**src/drive_map_params.svh**
```systemverilog
// Offsets, field positions, reset values and limits of the common parameter map.
// Assumes inclusion by bare name from the package and the map module.
`ifndef DRIVE_MAP_PARAMS_SVH
`define DRIVE_MAP_PARAMS_SVH

////////////////////////////////////////////////////////////////////////////////
// Word addresses
`define ADDR_MODEL_CODE          16'h0000
`define ADDR_POWER_RATING_CODE   16'h0001
`define ADDR_SUPPLY_CLASS        16'h0002
`define ADDR_FIRMWARE_REVISION   16'h0003
`define ADDR_SPEED_SETPOINT      16'h0005
`define ADDR_RUN_CONTROL_WORD    16'h0006
`define ADDR_RAMP_UP_TIME        16'h0007
`define ADDR_RAMP_DOWN_TIME      16'h0008
`define ADDR_LOAD_CURRENT        16'h0009
`define ADDR_OUTPUT_FREQ_NOW     16'h000A
`define ADDR_OUTPUT_VOLTS        16'h000B
`define ADDR_BUS_VOLTS           16'h000C
`define ADDR_OUTPUT_POWER_NOW    16'h000D
`define ADDR_DRIVE_STATE_WORD    16'h000E
`define ADDR_FAULT_FLAG_WORD     16'h000F
`define ADDR_INPUT_PINS_STATE    16'h0010
`define ADDR_OUTPUT_PINS_STATE   16'h0011
`define ADDR_ANALOG_VOLT_IN_ONE  16'h0012
`define ADDR_ANALOG_VOLT_IN_TWO  16'h0013
`define ADDR_CURRENT_LOOP_IN     16'h0014
`define ADDR_SHAFT_SPEED         16'h0015
`define ADDR_DISPLAY_UNIT_SELECT 16'h001A
`define ADDR_MOTOR_POLE_COUNT    16'h001B
`define ADDR_CUSTOM_REVISION     16'h001C

////////////////////////////////////////////////////////////////////////////////
// Run control word fields
`define RUN_BIT_STOP        0
`define RUN_BIT_FORWARD     1
`define RUN_BIT_REVERSE     2
`define RUN_BIT_FAULT_RESET 3
`define RUN_BIT_ESTOP       4
`define RUN_CMD_BITS        5
`define RUN_SRC_LSB         6
`define RUN_SRC_MSB         7
`define FREQ_SRC_LSB        8
`define FREQ_SRC_MSB        14
`define RUN_BIT_NET_ERROR   15
`define RUN_SRC_OPTION      2'h2
`define RUN_SRC_SERIAL      2'h3
`define FREQ_SRC_SERIAL     7'h1C
`define FREQ_SRC_OPTION     7'h1D

////////////////////////////////////////////////////////////////////////////////
// Reset values and range limits
`define SPEED_SETPOINT_RESET 16'h0000
`define RAMP_UP_RESET        16'h0032
`define RAMP_DOWN_RESET      16'h0032
`define SPEED_SETPOINT_MAX   16'h9C40
`define RAMP_TIME_MAX        16'h1770

`endif

```
**src/drive_map_pkg.sv**
```systemverilog
// Types shared by the common parameter map, its checker and its bench.
// Assumes drive_map_params.svh sits in the same folder.
`include "drive_map_params.svh"

package drive_map_pkg;

	// Refusal codes returned to the serial protocol engine
	typedef enum logic [1:0] {
		ERR_NONE          = 2'b00,
		ERR_WRITE_MODE    = 2'b01,
		ERR_ILLEGAL_VALUE = 2'b10,
		ERR_ILLEGAL_ADDR  = 2'b11
	} err_code_t;

	typedef struct packed {
		logic stopped;
		logic fwd_running;
		logic rev_running;
		logic tripped;
		logic accelerating;
		logic decelerating;
		logic speed_reached;
		logic dc_braking;
		logic stopping;
		logic brake_open;
	} core_status_t;

	typedef struct packed {
		logic overcurrent_one;
		logic overvoltage_fault;
		logic external_fault_a;
		logic output_inhibit;
		logic undervoltage_fault;
		logic ground_fault;
		logic drive_overheat;
		logic motor_thermal;
		logic overload_trip;
		logic hardware_diag_fault;
		logic overcurrent_two;
		logic option_card_error;
		logic phase_loss;
		logic drive_overload;
	} fault_in_t;

	typedef struct packed {
		logic [15:0] load_current;
		logic [15:0] output_freq_now;
		logic [15:0] output_volts;
		logic [15:0] bus_volts;
		logic [15:0] output_power_now;
		logic [15:0] analog_volt_in_one;
		logic [15:0] analog_volt_in_two;
		logic [15:0] current_loop_in;
		logic [15:0] shaft_speed;
	} drive_meas_t;

	typedef struct packed {
		logic stop;
		logic forward;
		logic reverse;
		logic fault_reset;
		logic estop;
	} run_cmd_t;

endpackage : drive_map_pkg

```
**src/drive_common_param_map.sv**
```systemverilog
// Common parameter map of the drive: word registers behind the serial protocol engine.
// Assumes the protocol engine runs on clk_in, presents one word access at a time
// as ASCII hex characters and turns the refusal code into its negative answer.
`timescale 1ns/100ps
`default_nettype none
`include "drive_map_params.svh"

// Behaviour
// - Fixed addresses, same on every model
// - Bits 0-2 request stop, forward, reverse
// - Bit 3 resets fault on rising edge
// - Bit 4 emergency stop; bit 5 ignored
// - Bits 6-7 show run command source
// - Bits 8-14 show frequency reference source
// - Bit 15 set on network error
// - Status bits 0-5: stop, run, trip, ramps
// - Status bits 6-14: arrival, braking, commands, remote
// - Fault bits 0-6 basic trip flags
// - Fault bits 6-15 thermal, overload, hardware flags
// - Words travel as four hex characters
// - Read-only writes refused as write-mode error
// - Out-of-range writes refused, value kept
// - Command bits act on written rising edge
module drive_common_param_map
	import drive_map_pkg::*;
#(
	parameter logic [15:0] MODEL_CODE         = 16'h00A5, // Arbitrary
	parameter logic [15:0] POWER_RATING_CODE  = 16'h0000,
	parameter logic [15:0] SUPPLY_CLASS       = 16'h0001,
	parameter logic [15:0] FIRMWARE_REVISION  = 16'h0ABC, // Arbitrary
	parameter logic [15:0] CUSTOM_REVISION    = 16'h0DEF, // Arbitrary
	parameter logic [15:0] SPEED_SETPOINT_MAX = `SPEED_SETPOINT_MAX,
	parameter logic [15:0] RAMP_TIME_MAX      = `RAMP_TIME_MAX
) (
	// Clock, reset, enable
	input  wire logic         clk_in,
	input  wire logic         rst_n_in,
	input  wire logic         ce_in,
	// Word access from the protocol engine
	input  wire logic         acc_valid_in,
	input  wire logic         acc_write_in,
	input  wire logic [15:0]  acc_addr_in,
	input  wire logic [31:0]  acc_chars_in,
	input  wire logic         net_error_in,
	// Answer to the protocol engine
	output logic              ans_valid_out,
	output err_code_t         ans_error_out,
	output logic      [31:0]  ans_chars_out,
	// Drive core state
	input  wire core_status_t core_status_in,
	input  wire fault_in_t    fault_in,
	input  wire drive_meas_t  meas_in,
	input  wire logic [1:0]   run_source_in,
	input  wire logic [6:0]   freq_source_in,
	input  wire logic [15:0]  unit_select_in,
	input  wire logic [15:0]  pole_count_in,
	input  wire logic [7:0]   out_pins_state_in,
	// Terminal pins
	input  wire logic [7:0]   in_pins_in,
	// Commands and settings to the drive core
	output run_cmd_t          cmd_out,
	output logic      [15:0]  speed_setpoint_out,
	output logic      [15:0]  ramp_up_time_out,
	output logic      [15:0]  ramp_down_time_out,
	output logic              fwd_cmd_out,
	output logic              rev_cmd_out,
	output logic              net_error_flag_out
);

	initial begin
		if (SPEED_SETPOINT_MAX == 16'h0000 || RAMP_TIME_MAX == 16'h0000) begin
			$error("drive_common_param_map limits must be above zero");
		end
	end

	////////////////////////////////////////////////////////////////////////////
	// Terminal pin synchroniser

	logic [7:0] pin_meta;
	logic [7:0] pin_sync;
	logic [7:0] next_pin_meta;
	logic [7:0] next_pin_sync;

	always_comb begin
		next_pin_meta = ce_in ? in_pins_in : pin_meta;
		next_pin_sync = ce_in ? pin_meta : pin_sync;
	end

	always_ff @(posedge clk_in or negedge rst_n_in) begin
		if (!rst_n_in) begin
			pin_meta <= 8'h00;
			pin_sync <= 8'h00;
		end else begin
			pin_meta <= next_pin_meta;
			pin_sync <= next_pin_sync;
		end
	end

	////////////////////////////////////////////////////////////////////////////
	// Character conversion

	logic [15:0] wr_word;
	logic        wr_chars_ok;
	logic [15:0] rd_word;
	logic [31:0] rd_chars;

	ascii_hex_word #(
		.NIBBLES (4)
	) u_wr_codec (
		.word_in      (16'h0000),
		.chars_out    (),
		.chars_in     (acc_chars_in),
		.word_out     (wr_word),
		.chars_ok_out (wr_chars_ok)
	);

	ascii_hex_word #(
		.NIBBLES (4)
	) u_rd_codec (
		.word_in      (rd_word),
		.chars_out    (rd_chars),
		.chars_in     (32'h30303030),
		.word_out     (),
		.chars_ok_out ()
	);

	////////////////////////////////////////////////////////////////////////////
	// Stored words and the composed read-only words

	logic [15:0]              speed_setpoint;
	logic [15:0]              ramp_up_time;
	logic [15:0]              ramp_down_time;
	logic [`RUN_CMD_BITS-1:0] run_bits;
	logic                     net_err;
	logic                     fwd_cmd;
	logic                     rev_cmd;
	logic [`RUN_CMD_BITS-1:0] run_rise;
	logic [15:0]              run_word;
	logic [15:0]              state_word;
	logic [15:0]              fault_word;

	always_comb begin
		run_word                                 = 16'h0000;
		run_word[`RUN_CMD_BITS-1:0]              = run_bits;
		run_word[`RUN_SRC_MSB:`RUN_SRC_LSB]      = run_source_in;
		run_word[`FREQ_SRC_MSB:`FREQ_SRC_LSB]    = freq_source_in;
		run_word[`RUN_BIT_NET_ERROR]             = net_err;
	end

	// operating status word, bits 9 and 15 left clear
	always_comb begin
		state_word     = 16'h0000;
		state_word[0]  = core_status_in.stopped;
		state_word[1]  = core_status_in.fwd_running;
		state_word[2]  = core_status_in.rev_running;
		state_word[3]  = core_status_in.tripped;
		state_word[4]  = core_status_in.accelerating;
		state_word[5]  = core_status_in.decelerating;
		state_word[6]  = core_status_in.speed_reached;
		state_word[7]  = core_status_in.dc_braking;
		state_word[8]  = core_status_in.stopping;
		state_word[10] = core_status_in.brake_open;
		state_word[11] = fwd_cmd;
		state_word[12] = rev_cmd;
		state_word[13] = (run_source_in == `RUN_SRC_SERIAL) ||
			(run_source_in == `RUN_SRC_OPTION);
		state_word[14] = (freq_source_in == `FREQ_SRC_SERIAL) ||
			(freq_source_in == `FREQ_SRC_OPTION);
	end

	// fault flags; two faults share bit 6, bits 5, 9, 11 stay clear
	always_comb begin
		fault_word     = 16'h0000;
		fault_word[0]  = fault_in.overcurrent_one;
		fault_word[1]  = fault_in.overvoltage_fault;
		fault_word[2]  = fault_in.external_fault_a;
		fault_word[3]  = fault_in.output_inhibit;
		fault_word[4]  = fault_in.undervoltage_fault;
		fault_word[6]  = fault_in.ground_fault | fault_in.drive_overheat;
		fault_word[7]  = fault_in.motor_thermal;
		fault_word[8]  = fault_in.overload_trip;
		fault_word[10] = fault_in.hardware_diag_fault;
		fault_word[12] = fault_in.overcurrent_two;
		fault_word[13] = fault_in.option_card_error;
		fault_word[14] = fault_in.phase_loss;
		fault_word[15] = fault_in.drive_overload;
	end

	////////////////////////////////////////////////////////////////////////////
	// Address decode

	logic        addr_known;
	logic        addr_writable;
	logic [15:0] addr_word;

	// fixed map, raw scaled counts, holes refused
	always_comb begin
		addr_known    = 1'b1;
		addr_writable = 1'b0;
		addr_word     = 16'h0000;
		case (acc_addr_in)
			`ADDR_MODEL_CODE:          addr_word = MODEL_CODE;
			`ADDR_POWER_RATING_CODE:   addr_word = POWER_RATING_CODE;
			`ADDR_SUPPLY_CLASS:        addr_word = SUPPLY_CLASS;
			`ADDR_FIRMWARE_REVISION:   addr_word = FIRMWARE_REVISION;
			`ADDR_SPEED_SETPOINT: begin
				addr_word     = speed_setpoint;
				addr_writable = 1'b1;
			end
			`ADDR_RUN_CONTROL_WORD: begin
				addr_word     = run_word;
				addr_writable = 1'b1;
			end
			`ADDR_RAMP_UP_TIME: begin
				addr_word     = ramp_up_time;
				addr_writable = 1'b1;
			end
			`ADDR_RAMP_DOWN_TIME: begin
				addr_word     = ramp_down_time;
				addr_writable = 1'b1;
			end
			`ADDR_LOAD_CURRENT:        addr_word = meas_in.load_current;
			`ADDR_OUTPUT_FREQ_NOW:     addr_word = meas_in.output_freq_now;
			`ADDR_OUTPUT_VOLTS:        addr_word = meas_in.output_volts;
			`ADDR_BUS_VOLTS:           addr_word = meas_in.bus_volts;
			`ADDR_OUTPUT_POWER_NOW:    addr_word = meas_in.output_power_now;
			`ADDR_DRIVE_STATE_WORD:    addr_word = state_word;
			`ADDR_FAULT_FLAG_WORD:     addr_word = fault_word;
			`ADDR_INPUT_PINS_STATE:    addr_word = {8'h00, pin_sync};
			`ADDR_OUTPUT_PINS_STATE:   addr_word = {8'h00, out_pins_state_in};
			`ADDR_ANALOG_VOLT_IN_ONE:  addr_word = meas_in.analog_volt_in_one;
			`ADDR_ANALOG_VOLT_IN_TWO:  addr_word = meas_in.analog_volt_in_two;
			`ADDR_CURRENT_LOOP_IN:     addr_word = meas_in.current_loop_in;
			`ADDR_SHAFT_SPEED:         addr_word = meas_in.shaft_speed;
			`ADDR_DISPLAY_UNIT_SELECT: addr_word = unit_select_in;
			`ADDR_MOTOR_POLE_COUNT:    addr_word = pole_count_in;
			`ADDR_CUSTOM_REVISION:     addr_word = CUSTOM_REVISION;
			default:                   addr_known = 1'b0;
		endcase
	end

	////////////////////////////////////////////////////////////////////////////
	// Access check

	err_code_t acc_error;
	logic      value_ok;
	logic      do_write;

	always_comb begin
		value_ok = wr_chars_ok;
		case (acc_addr_in)
			`ADDR_SPEED_SETPOINT:   value_ok = wr_chars_ok && (wr_word <= SPEED_SETPOINT_MAX);
			`ADDR_RAMP_UP_TIME:     value_ok = wr_chars_ok && (wr_word <= RAMP_TIME_MAX);
			`ADDR_RAMP_DOWN_TIME:   value_ok = wr_chars_ok && (wr_word <= RAMP_TIME_MAX);
			default:                value_ok = wr_chars_ok;
		endcase
	end

	// address first, then write mode, then value
	always_comb begin
		acc_error = ERR_NONE;
		if (!addr_known) begin
			acc_error = ERR_ILLEGAL_ADDR;
		end else if (acc_write_in && !addr_writable) begin
			acc_error = ERR_WRITE_MODE;
		end else if (acc_write_in && !value_ok) begin
			acc_error = ERR_ILLEGAL_VALUE;
		end
	end

	assign do_write = ce_in && acc_valid_in && acc_write_in && (acc_error == ERR_NONE);
	assign rd_word  = addr_word;

	////////////////////////////////////////////////////////////////////////////
	// Writable words

	logic [15:0]              next_speed_setpoint;
	logic [15:0]              next_ramp_up_time;
	logic [15:0]              next_ramp_down_time;
	logic [`RUN_CMD_BITS-1:0] next_run_bits;
	logic                     next_net_err;
	logic                     ctl_write;

	assign ctl_write = do_write && (acc_addr_in == `ADDR_RUN_CONTROL_WORD);

	always_comb begin
		next_speed_setpoint = speed_setpoint;
		next_ramp_up_time   = ramp_up_time;
		next_ramp_down_time = ramp_down_time;
		next_run_bits       = run_bits;
		if (do_write && acc_addr_in == `ADDR_SPEED_SETPOINT) begin
			next_speed_setpoint = wr_word;
		end
		if (do_write && acc_addr_in == `ADDR_RAMP_UP_TIME) begin
			next_ramp_up_time = wr_word;
		end
		if (do_write && acc_addr_in == `ADDR_RAMP_DOWN_TIME) begin
			next_ramp_down_time = wr_word;
		end
		// command bits stored, bit 5 dropped
		if (ctl_write) begin
			next_run_bits = wr_word[`RUN_CMD_BITS-1:0];
		end
		// a new error beats a clearing write
		next_net_err = net_err;
		if (ctl_write && !wr_word[`RUN_BIT_NET_ERROR]) begin
			next_net_err = 1'b0;
		end
		if (ce_in && net_error_in) begin
			next_net_err = 1'b1;
		end
	end

	always_ff @(posedge clk_in or negedge rst_n_in) begin
		if (!rst_n_in) begin
			speed_setpoint <= `SPEED_SETPOINT_RESET;
			ramp_up_time   <= `RAMP_UP_RESET;
			ramp_down_time <= `RAMP_DOWN_RESET;
			run_bits       <= '0;
			net_err        <= 1'b0;
		end else begin
			speed_setpoint <= next_speed_setpoint;
			ramp_up_time   <= next_ramp_up_time;
			ramp_down_time <= next_ramp_down_time;
			run_bits       <= next_run_bits;
			net_err        <= next_net_err;
		end
	end

	////////////////////////////////////////////////////////////////////////////
	// Command pulses and direction latch

	edge_pulse #(
		.WIDTH (`RUN_CMD_BITS)
	) u_cmd_edge (
		.clk_in   (clk_in),
		.rst_n_in (rst_n_in),
		.ce_in    (ce_in),
		.level_in (run_bits),
		.rise_out (run_rise)
	);

	logic next_fwd_cmd;
	logic next_rev_cmd;

	// latched direction for status bits 11 and 12
	always_comb begin
		next_fwd_cmd = fwd_cmd;
		next_rev_cmd = rev_cmd;
		if (run_rise[`RUN_BIT_FORWARD]) begin
			next_fwd_cmd = 1'b1;
			next_rev_cmd = 1'b0;
		end
		if (run_rise[`RUN_BIT_REVERSE]) begin
			next_fwd_cmd = 1'b0;
			next_rev_cmd = 1'b1;
		end
		// Stop rises win so a write raising a stop bit never leaves the motor commanded
		if (run_rise[`RUN_BIT_STOP] || run_rise[`RUN_BIT_ESTOP]) begin
			next_fwd_cmd = 1'b0;
			next_rev_cmd = 1'b0;
		end
	end

	always_ff @(posedge clk_in or negedge rst_n_in) begin
		if (!rst_n_in) begin
			fwd_cmd <= 1'b0;
			rev_cmd <= 1'b0;
		end else begin
			fwd_cmd <= next_fwd_cmd;
			rev_cmd <= next_rev_cmd;
		end
	end

	always_comb begin
		cmd_out.stop        = run_rise[`RUN_BIT_STOP];
		cmd_out.forward     = run_rise[`RUN_BIT_FORWARD];
		cmd_out.reverse     = run_rise[`RUN_BIT_REVERSE];
		cmd_out.fault_reset = run_rise[`RUN_BIT_FAULT_RESET];
		cmd_out.estop       = run_rise[`RUN_BIT_ESTOP];
	end

	////////////////////////////////////////////////////////////////////////////
	// Answer register

	logic        next_ans_valid;
	err_code_t   next_ans_error;
	logic [31:0] next_ans_chars;

	// Accepted writes answer the word as it stood before the write
	always_comb begin
		next_ans_valid = ans_valid_out;
		next_ans_error = ans_error_out;
		next_ans_chars = ans_chars_out;
		if (ce_in) begin
			next_ans_valid = acc_valid_in;
			if (acc_valid_in) begin
				next_ans_error = acc_error;
				next_ans_chars = (acc_error == ERR_NONE) ? rd_chars : 32'h30303030;
			end
		end
	end

	always_ff @(posedge clk_in or negedge rst_n_in) begin
		if (!rst_n_in) begin
			ans_valid_out <= 1'b0;
			ans_error_out <= ERR_NONE;
			ans_chars_out <= 32'h30303030;
		end else begin
			ans_valid_out <= next_ans_valid;
			ans_error_out <= next_ans_error;
			ans_chars_out <= next_ans_chars;
		end
	end

	assign speed_setpoint_out = speed_setpoint;
	assign ramp_up_time_out   = ramp_up_time;
	assign ramp_down_time_out = ramp_down_time;
	assign fwd_cmd_out        = fwd_cmd;
	assign rev_cmd_out        = rev_cmd;
	assign net_error_flag_out = net_err;

endmodule // drive_common_param_map

`default_nettype wire

```
**src/ascii_hex_word.sv**
```systemverilog
// Converts a 16-bit word to four ASCII hex characters and back, high nibble first.
// Purely combinational; the caller registers whatever leaves the block.
`timescale 1ns/100ps
`default_nettype none

module ascii_hex_word #(
	parameter int NIBBLES = 4
) (
	// Word to characters
	input  wire logic [4*NIBBLES-1:0] word_in,
	output logic      [8*NIBBLES-1:0] chars_out,
	// Characters to word
	input  wire logic [8*NIBBLES-1:0] chars_in,
	output logic      [4*NIBBLES-1:0] word_out,
	output logic                      chars_ok_out
);

	initial begin
		if (NIBBLES < 1) begin
			$error("ascii_hex_word needs at least one nibble");
		end
	end

	logic [NIBBLES-1:0] nib_ok;

	for (genvar i = 0; i < NIBBLES; i++) begin : g_nib
		logic [3:0] nib;
		logic [7:0] ch;
		assign nib = word_in[4*i +: 4];
		assign ch  = chars_in[8*i +: 8];
		always_comb begin
			chars_out[8*i +: 8] = (nib < 4'hA) ? (8'h30 + {4'h0, nib}) : (8'h37 + {4'h0, nib});
			nib_ok[i]           = 1'b1;
			word_out[4*i +: 4]  = 4'h0;
			if (ch >= 8'h30 && ch <= 8'h39) begin
				word_out[4*i +: 4] = 4'(ch - 8'h30);
			end else if (ch >= 8'h41 && ch <= 8'h46) begin
				word_out[4*i +: 4] = 4'(ch - 8'h37);
			end else begin
				nib_ok[i] = 1'b0;
			end
		end
	end

	assign chars_ok_out = &nib_ok;

endmodule // ascii_hex_word

`default_nettype wire

```
**src/edge_pulse.sv**
```systemverilog
// Rising-edge detector over a vector of levels, one pulse per 0->1 change.
// Assumes the levels come from logic on the same clock.
`timescale 1ns/100ps
`default_nettype none

module edge_pulse #(
	parameter int WIDTH = 5
) (
	// Clock and reset
	input  wire logic             clk_in,
	input  wire logic             rst_n_in,
	input  wire logic             ce_in,
	// Levels and pulses
	input  wire logic [WIDTH-1:0] level_in,
	output logic      [WIDTH-1:0] rise_out
);

	initial begin
		if (WIDTH < 1) begin
			$error("edge_pulse needs WIDTH of at least one");
		end
	end

	logic [WIDTH-1:0] prev;
	logic [WIDTH-1:0] next_prev;

	always_comb begin
		next_prev = ce_in ? level_in : prev;
	end

	always_ff @(posedge clk_in or negedge rst_n_in) begin
		if (!rst_n_in) begin
			prev <= '0;
		end else begin
			prev <= next_prev;
		end
	end

	// Held levels give no repeat pulse
	assign rise_out = ce_in ? (level_in & ~prev) : '0;

endmodule // edge_pulse

`default_nettype wire

```
**config.mk**
```make
export PLATFORM = sky130hd
export DESIGN_NAME = drive_common_param_map
export DESIGN_NICKNAME = d
export VERILOG_FILES = /design/src/drive_map_pkg.sv /design/src/drive_common_param_map.sv /design/src/ascii_hex_word.sv /design/src/edge_pulse.sv
export VERILOG_INCLUDE_DIRS = /design/src
export SDC_FILE = /design/constraint.sdc
export NUM_CORES = 1
export LEC_CHECK = 0
export BUFFER_PORTS_ARGS = -buffer_cell sky130_fd_sc_hd__buf_2
export CAP_MARGIN = 0
export CORE_AREA = 5 5 139 141
export DETAILED_ROUTE_END_ITERATION = 6
export DIE_AREA = 0 0 144 146
export GPL_ROUTABILITY_DRIVEN = 0
export GPL_TIMING_DRIVEN = 0
export PLACE_DENSITY = 0.79
export SYNTH_ARGS = -nofsm -noshare
export SYNTH_HDL_FRONTEND = slang
export SYNTH_SLANG_ARGS = --single-unit
```
**constraint.sdc**
```tcl
create_clock -name clk_in -period 5.75 [get_ports clk_in]
set_clock_uncertainty 0.15 [all_clocks]
set_input_delay 0.575 -clock clk_in [delete_from_list [all_inputs] [get_ports clk_in]]
set_output_delay 0.575 -clock clk_in [all_outputs]
set_load 0.01 [all_outputs]
```
=== Word level (Yosys, flattened, before mapping) ===
Index checks and enable logic that the tools add are counted.

* Output and inout bits: 91
* Input port bits: 279
* Word-level logic and storage cells: 154
* Flip-flop bits (word level): 112

* Bitwise gates (word level): 3
* Order comparisons: 22
* $add $sub $neg: 16
* Muxes and demuxes: 37
* Equal/unequal tests: 27
* Reductions and logical operators: 36

{| class="wikitable"
|+ Operators by type and width
! cell !! count
|-
| case mux 16 bit (23 select lines) || 1
|-
| equality test 16 x 5 -> 1 bit, second input constant || 9
|-
| equality test 16 x 4 -> 1 bit, second input constant || 8
|-
| adder 6 x 4 -> 7 bit, first input constant || 8
|-
| equality test 16 x 3 -> 1 bit, second input constant || 3
|-
| equality test 16 x 2 -> 1 bit, second input constant || 2
|-
| greater-or-equal comparator 8 x 6 -> 1 bit, second input constant || 4
|-
| greater-or-equal comparator 8 x 7 -> 1 bit, second input constant || 4
|-
| <= comparator 8 x 6 -> 1 bit, second input constant || 4
|-
| <= comparator 8 x 7 -> 1 bit, second input constant || 4
|-
| 2-to-1 mux 32 bit || 1
|-
| 2-to-1 mux 4 bit || 8
|-
| 2-to-1 mux 8 bit || 4
|-
| OR reduction 24 bit || 1
|-
| logical AND 1 bit || 21
|-
| 2-to-1 mux 1 bit || 18
|-
| equality test 16 x 1 -> 1 bit, second input constant || 1
|-
| <= comparator 16 x 13 -> 1 bit, second input constant || 1
|-
| <= comparator 16 bit, second input constant || 1
|-
| zero test 16 bit || 1
|-
| < comparator 4 bit, second input constant || 4
|-
| subtractor 4 x 1 -> 4 bit, second input constant || 4
|-
| subtractor 4 x 3 -> 4 bit, second input constant || 4
|-
| equality test 7 x 5 -> 1 bit, second input constant || 2
|-
| 16 further kinds || 23
|}

=== Logic depth before layout (Yosys ltp) ===
* Word-level depth: 18
* Depth in mapped cells: 14

=== Modules after synthesis ===
Synthesis repeated with hierarchy kept, for this count alone.

* Cells, all modules: 977
* Area total of the unflattened synthesis: 9187.6 sq um

{| class="wikitable"
|+ Modules (own cells, without submodules)
! module !! times used !! area each (sq um) !! cells an instance
|-
| drive_common_param_map || 1 || 6831.6 || 651
|-
| ascii_hex_word || 2 || 1047.3 || 155
|-
| edge_pulse || 1 || 261.5 || 16
|}

=== Least setup slack after synthesis ===
No wires, ideal clock.

* Path type: input to register
* From: input port acc_chars_in[9]
* To: register speed_setpoint[15], in the netlist speed_setpoint_out[15]
* Stages on the path: 12
* Path slack: 2248 ps
* Data required time: 5475 ps
* Setup time: 125 ps
* Path buffers: 2
* Arrival time: 3227 ps
* Cells stage by stage: inv_1 > ha_1 > or3b_1 > and4_1 > buf_2 > a22oi_1 > nand2_1 > nor4_1 > a32oi_1 > or4_4 > buf_6 > mux2_4

* Longest elaborated chain between the ends: 15

{| class="wikitable"
|+ Ends and longest elaborated chain
! item !! RTL line !! source
|-
| from (decl) || drive_common_param_map.sv:43 || <nowiki>input wire logic [31:0] acc_chars_in,</nowiki>
|-
| greater-or-equal comparator 8 x 7 -> 1 bit or <= comparator 8 x 7 -> 1 bit (tied branches) || ascii_hex_word.sv:37 || <nowiki>end else if (ch >= 8'h41 && ch <= 8'h46) begin</nowiki>
|-
| logical AND 1 bit || ascii_hex_word.sv:37 ||
|-
| 2-to-1 mux 4 bit or 2-to-1 mux 1 bit (tied branches) || ascii_hex_word.sv:37 ||
|-
| 2-to-1 mux 4 bit or 2-to-1 mux 1 bit (tied branches) || ascii_hex_word.sv:35 || <nowiki>if (ch >= 8'h30 && ch <= 8'h39) begin</nowiki>
|-
| <= comparator 16 x 13 -> 1 bit, or another cell as far along || drive_common_param_map.sv:253, drive_common_param_map.sv:254 ||
|-
| logical AND 1 bit (on tied branches) || drive_common_param_map.sv:253, drive_common_param_map.sv:254, drive_common_param_map.sv:252 ||
|-
| case mux 1 bit (2 select lines) (*) || drive_common_param_map.sv:251 || <nowiki>case (acc_addr_in)</nowiki>
|-
| zero test 1 bit (*) || drive_common_param_map.sv:266 || <nowiki>end else if (acc_write_in && !value_ok) begin</nowiki>
|-
| logical AND 1 bit (*) || drive_common_param_map.sv:266 ||
|-
| 2-to-1 mux 2 bit (*) || drive_common_param_map.sv:266 ||
|-
| 2-to-1 mux 2 bit (*) || drive_common_param_map.sv:264 || <nowiki>end else if (acc_write_in && !addr_writable) begin</nowiki>
|-
| 2-to-1 mux 2 bit (*) || drive_common_param_map.sv:262 || <nowiki>if (!addr_known) begin</nowiki>
|-
| zero test 2 bit (*) || drive_common_param_map.sv:271 || <nowiki>assign do_write = ce_in && acc_valid_in && acc_write_in && (acc_error == ERR_NONE);</nowiki>
|-
| logical AND 1 bit (*) || drive_common_param_map.sv:271 ||
|-
| logical AND 1 bit (no line) (*) || - ||
|-
| to (signal assigned) || drive_common_param_map.sv:316 || <nowiki>speed_setpoint <= `SPEED_SETPOINT_RESET;</nowiki>
|-
| to (signal assigned) || drive_common_param_map.sv:322 || <nowiki>speed_setpoint <= next_speed_setpoint;</nowiki>
|-
| to (decl) || drive_common_param_map.sv:130 || <nowiki>logic [15:0] speed_setpoint;</nowiki>
|}

Every way passes the cells marked *; elsewhere a longest branch is shown, timed or not.
A chain may end at the register's enable or synchronous reset.

=== Worst setup path after layout ===
* From: input port acc_addr_in[13]
* To: register ans_chars_out[4]

* Longest elaborated chain between the ends: 10

{| class="wikitable"
|+ Ends and longest elaborated chain
! item !! RTL line !! source
|-
| from (decl) || drive_common_param_map.sv:42 || <nowiki>input wire logic [15:0] acc_addr_in,</nowiki>
|-
| branches (longest 9 deep; another with adder 6 x 4 -> 7 bit) || - ||
|-
| 2-to-1 mux 32 bit (*) || drive_common_param_map.sv:399 || <nowiki>next_ans_chars = (acc_error == ERR_NONE) ? rd_chars : 32'h30303030;</nowiki>
|-
| to (signal assigned) || drive_common_param_map.sv:412 || <nowiki>ans_chars_out <= next_ans_chars;</nowiki>
|-
| to (decl) || drive_common_param_map.sv:48 || <nowiki>output logic [31:0] ans_chars_out,</nowiki>
|}

Every way passes the cells marked *.

==> reports/metrics.cfg <==
[setup_path]
start_kind = input port
cpPeakStageDelay_ns = 1.32
slowest_stage = nor4_1
critical_path_class = input port to flop
end_kind = flop
arrival_ns = 4.63
crit_fanout = 10
crit_path_start = acc_addr_in[13]
r2r-start = speed_setpoint_out[1]
cp_data_required_time_ns = 5.90
cp_cell_sequence = buf_2, or4_1, buf_2, buf_1, buf_1, nor4_1, a22oi_1, nand4_1, a2111oi_0, a21oi_1, o211ai_1, o21a_1
ff2ff_setup_slack_ns = 2.55

[global_route]
grt_usage_pct = 40.0
grt_pass1_wl_mm = 63.3
overflow = 0
antenna_found_initial = 6
grt_max_degree = 75
grt_pass1_vias = 10300

[synth]
yosys_register_bits = 108
synth_edf_count = 0
ys_seq_area_share_pct = 32.6
syn_area_sq_um = 8330
yosys_warnings = 0
syn_area_per_cell_sq_um = 8.82
yosysUniqueCellTypes = 95
synth_cells = 945
synth-async-reset-ratio_pct = 100
ys.flop_type = dfrtp_1

[sta]
final_max_slew_viol_count = 6
fin_tns_setup_ns = 0
fmax_mhz = 223
max_slew.worst_pin.slew_ns = 1.60
hold_viol_final = 0
min_period_over_period_pct = 77.8
final-setup-viol-count = 0
rsz0062_at_grt = false
finalCriticalPeriod_ns = 4.48
slew_headroom_pct = -7.86

[clock_tree]
cts_tree = built
cts_hold_buf = 0
post_cts_resize_count = 0
postCtsSetupBuffers = 0
cts_sinks = 108
clock_path_buffers = 2
cts-root-buf = clkbuf_16
clkLatencyLatePin_ns = 0.36
cts.clk_slew.worst_paths_ns = 0.09
cts_buffers = 9
cts_max_level = 3

[floorplanning]
ioPinCount = 370
core_sq_um = 17800
start_util_pct = 46.7
rows = 49
die_w_um = 144
die_area_sq_um = 21000
die_h_um = 146

[power_and_ir_drop]
total_power_w = 0.00172
p_per_area_nw_per_um2 = 159
peakVddDrop_mv = 0.158
leakage_nw = 4.95

[drt]
via_count = 10700
viasPerCell = 6.86
post_drt_wl_per_cell_um = 28.1
drt_iter0_drc = 2167
drtAntennaViolNets = 0
wl_mm = 43.8
firstDrtPassIters = 7
drc_errors = 272

[min_path]
hp-class = input port to async pin

[placed_design]
hpwlAfterDp_mm = 34.9
portBuffers = 364

[flow_run]
cap_viol_max_count = 2

[outcome]
outcome = finished, violations left
failed_checks = design-rule violations, max-capacitance violations, max-slew violations

[layout]
areaGrowthSynthToFinish_pct = 30.3
nNetsFinal = 1623
fillers = 1588
drive_gt1_share_pct = 38.1

[report_power, final]
group / switching (W) / total (W) / internal (W) / leakage [nW]
Sequential: 0.00000988 / 0.000785 / 0.000775 / 1.37
Combinational: 0.000166 / 0.000288 / 0.000121 / 3.44
Clock: 0.000332 / 0.000652 / 0.000320 / 0.143
[registers in the layout (all words and copies together), names as in the netlist]
name / flops
ans_chars_out: 28
ans_error_out: 2
ans_valid_out: 1
fwd_cmd_out: 1
net_error_flag_out: 1
pin_meta: 8
pin_sync: 8
ramp_down_time_out: 16
ramp_up_time_out: 16
rev_cmd_out: 1
run_bits: 5
speed_setpoint_out: 16
u_cmd_edge.prev: 5
[per-layer routing]
metal  share of wire [%]  track usage (%)  up-vias
met5                0.12                0        -
met4                 7.8             22.7        8
met3                  15             16.1      250
met2                  42             58.7      954
met1                  35             49.5     4996
li1                    -                -     4503
[synthesized netlist by cell type (all sizes together) (7+ instances only)]
| master | number | area share [%] |
|---|---|---|
| a21oi | 30 | 2.0 |
| a221oi | 16 | 1.8 |
| a222oi | 26 | 3.1 |
| a22o | 25 | 2.6 |
| a22oi | 61 | 5.5 |
| a32oi | 17 | 1.8 |
| and2 | 8 | 0.60 |
| buf | 51 | 3.4 |
| clkbuf | 14 | 0.63 |
| dfrtp | 94 | 28 |
| dfstp | 14 | 4.4 |
| ha | 18 | 2.7 |
| inv | 25 | 1.1 |
| mux2 | 28 | 3.9 |
| mux2i | 8 | 0.96 |
| nand2 | 102 | 4.6 |
| nand2b | 7 | 0.53 |
| nand3 | 37 | 2.2 |
| nand4 | 15 | 1.1 |
| nand4bb | 7 | 0.95 |
| nor2 | 56 | 2.6 |
| nor2b | 10 | 0.75 |
| nor3 | 22 | 1.7 |
| nor3b | 7 | 0.69 |
| nor4 | 49 | 4.2 |
| nor4b | 10 | 1.4 |
| o21ai | 71 | 4.3 |
[placed cells by master (no fill, tap or decap), types with 11 or more instances in the layout]
master and n:
a221oi_1 14, nor2_1 54, a22oi_1 61, buf_4 11, dfrtp_1 94, clkbuf_1 14
ha_1 18, buf_2 394, nand4_1 15, o21ai_1 17, a21oi_1 28, nor3_1 19
nand3_1 37, a22o_1 25, nand2_1 101, inv_1 25, o21ai_0 54, dfstp_2 14
nor4_1 41, a32oi_1 17, a222oi_1 26, mux2_2 24
[area by class of cell]
cell class,count,area (sq um),share of cell area (%)
clock buffers,10,239,2.20
multi-input cells,750,5250,48.3
clock inverters,6,65.1,0.599
well taps,229,287,2.64
flip-flops and latches,108,2720,25.1
diodes,1,2.50,0.0230
plain buffers,65,335,3.09
inverters,25,93.8,0.864
repair buffers,367,1870,17.2
[worst max-delay path, delay by kind of cell]
kind	cells	cell delay, ns
AND/OR/NAND/NOR	3	2.05
buffers and inverters	4	0.92
AO/OA/AOI/OAI	5	1.09
[cell families (layout without fill, tap and decap cells)]
group                    Yosys count  count (layout)  synth area share, %
other                              1               5               0.0450
XOR/XNOR                           6               6                0.631
AO/OA/AOI/OAI                    309             309                 27.9
flip-flops                       108             108                 32.6
AND/OR/NAND/NOR                  377             377                 26.1
adder cells (fa/ha/maj)           18              18                 2.70
buffers and inverters             90             473                 5.15
multiplexers                      36              36                 4.83
[final timing paths]
kind                                              end  cells past startpoint
worst min-delay path                ans_chars_out[10]                      1
max in group asynchronous       ramp_down_time_out[1]                      2
worst max-delay path                 ans_chars_out[4]                     12
min in group clk_in                       pin_meta[7]                      2
worst max register to register       ans_chars_out[2]                     10
worst min register to register       ans_chars_out[6]                      2
[stage by stage]
| stage | hold slack [ns] | setup slack (ns) | utilization, % | instance area, sq um | instances |
|---|---|---|---|---|---|
| 6_report | 0.0104 | 1.27 | 60.9 | 10900 | 1561 |
| 5_1_grt | 0.0499 | 1.08 | 60.9 | 10900 | 1561 |
| 4_1_cts | 0.0207 | 1.46 | 60.7 | 10800 | 1560 |
| 3_5_place_dp | 0.305 | 1.10 | 59.0 | 10500 | 1544 |
| 3_3_place_gp | 0.295 | 0.887 | 58.6 | 10500 | 1541 |
| 2_1_floorplan | 0.129 | 2.25 | - | 8350 | 948 |
No activity file was read; power rests on OpenSTA's default activity.
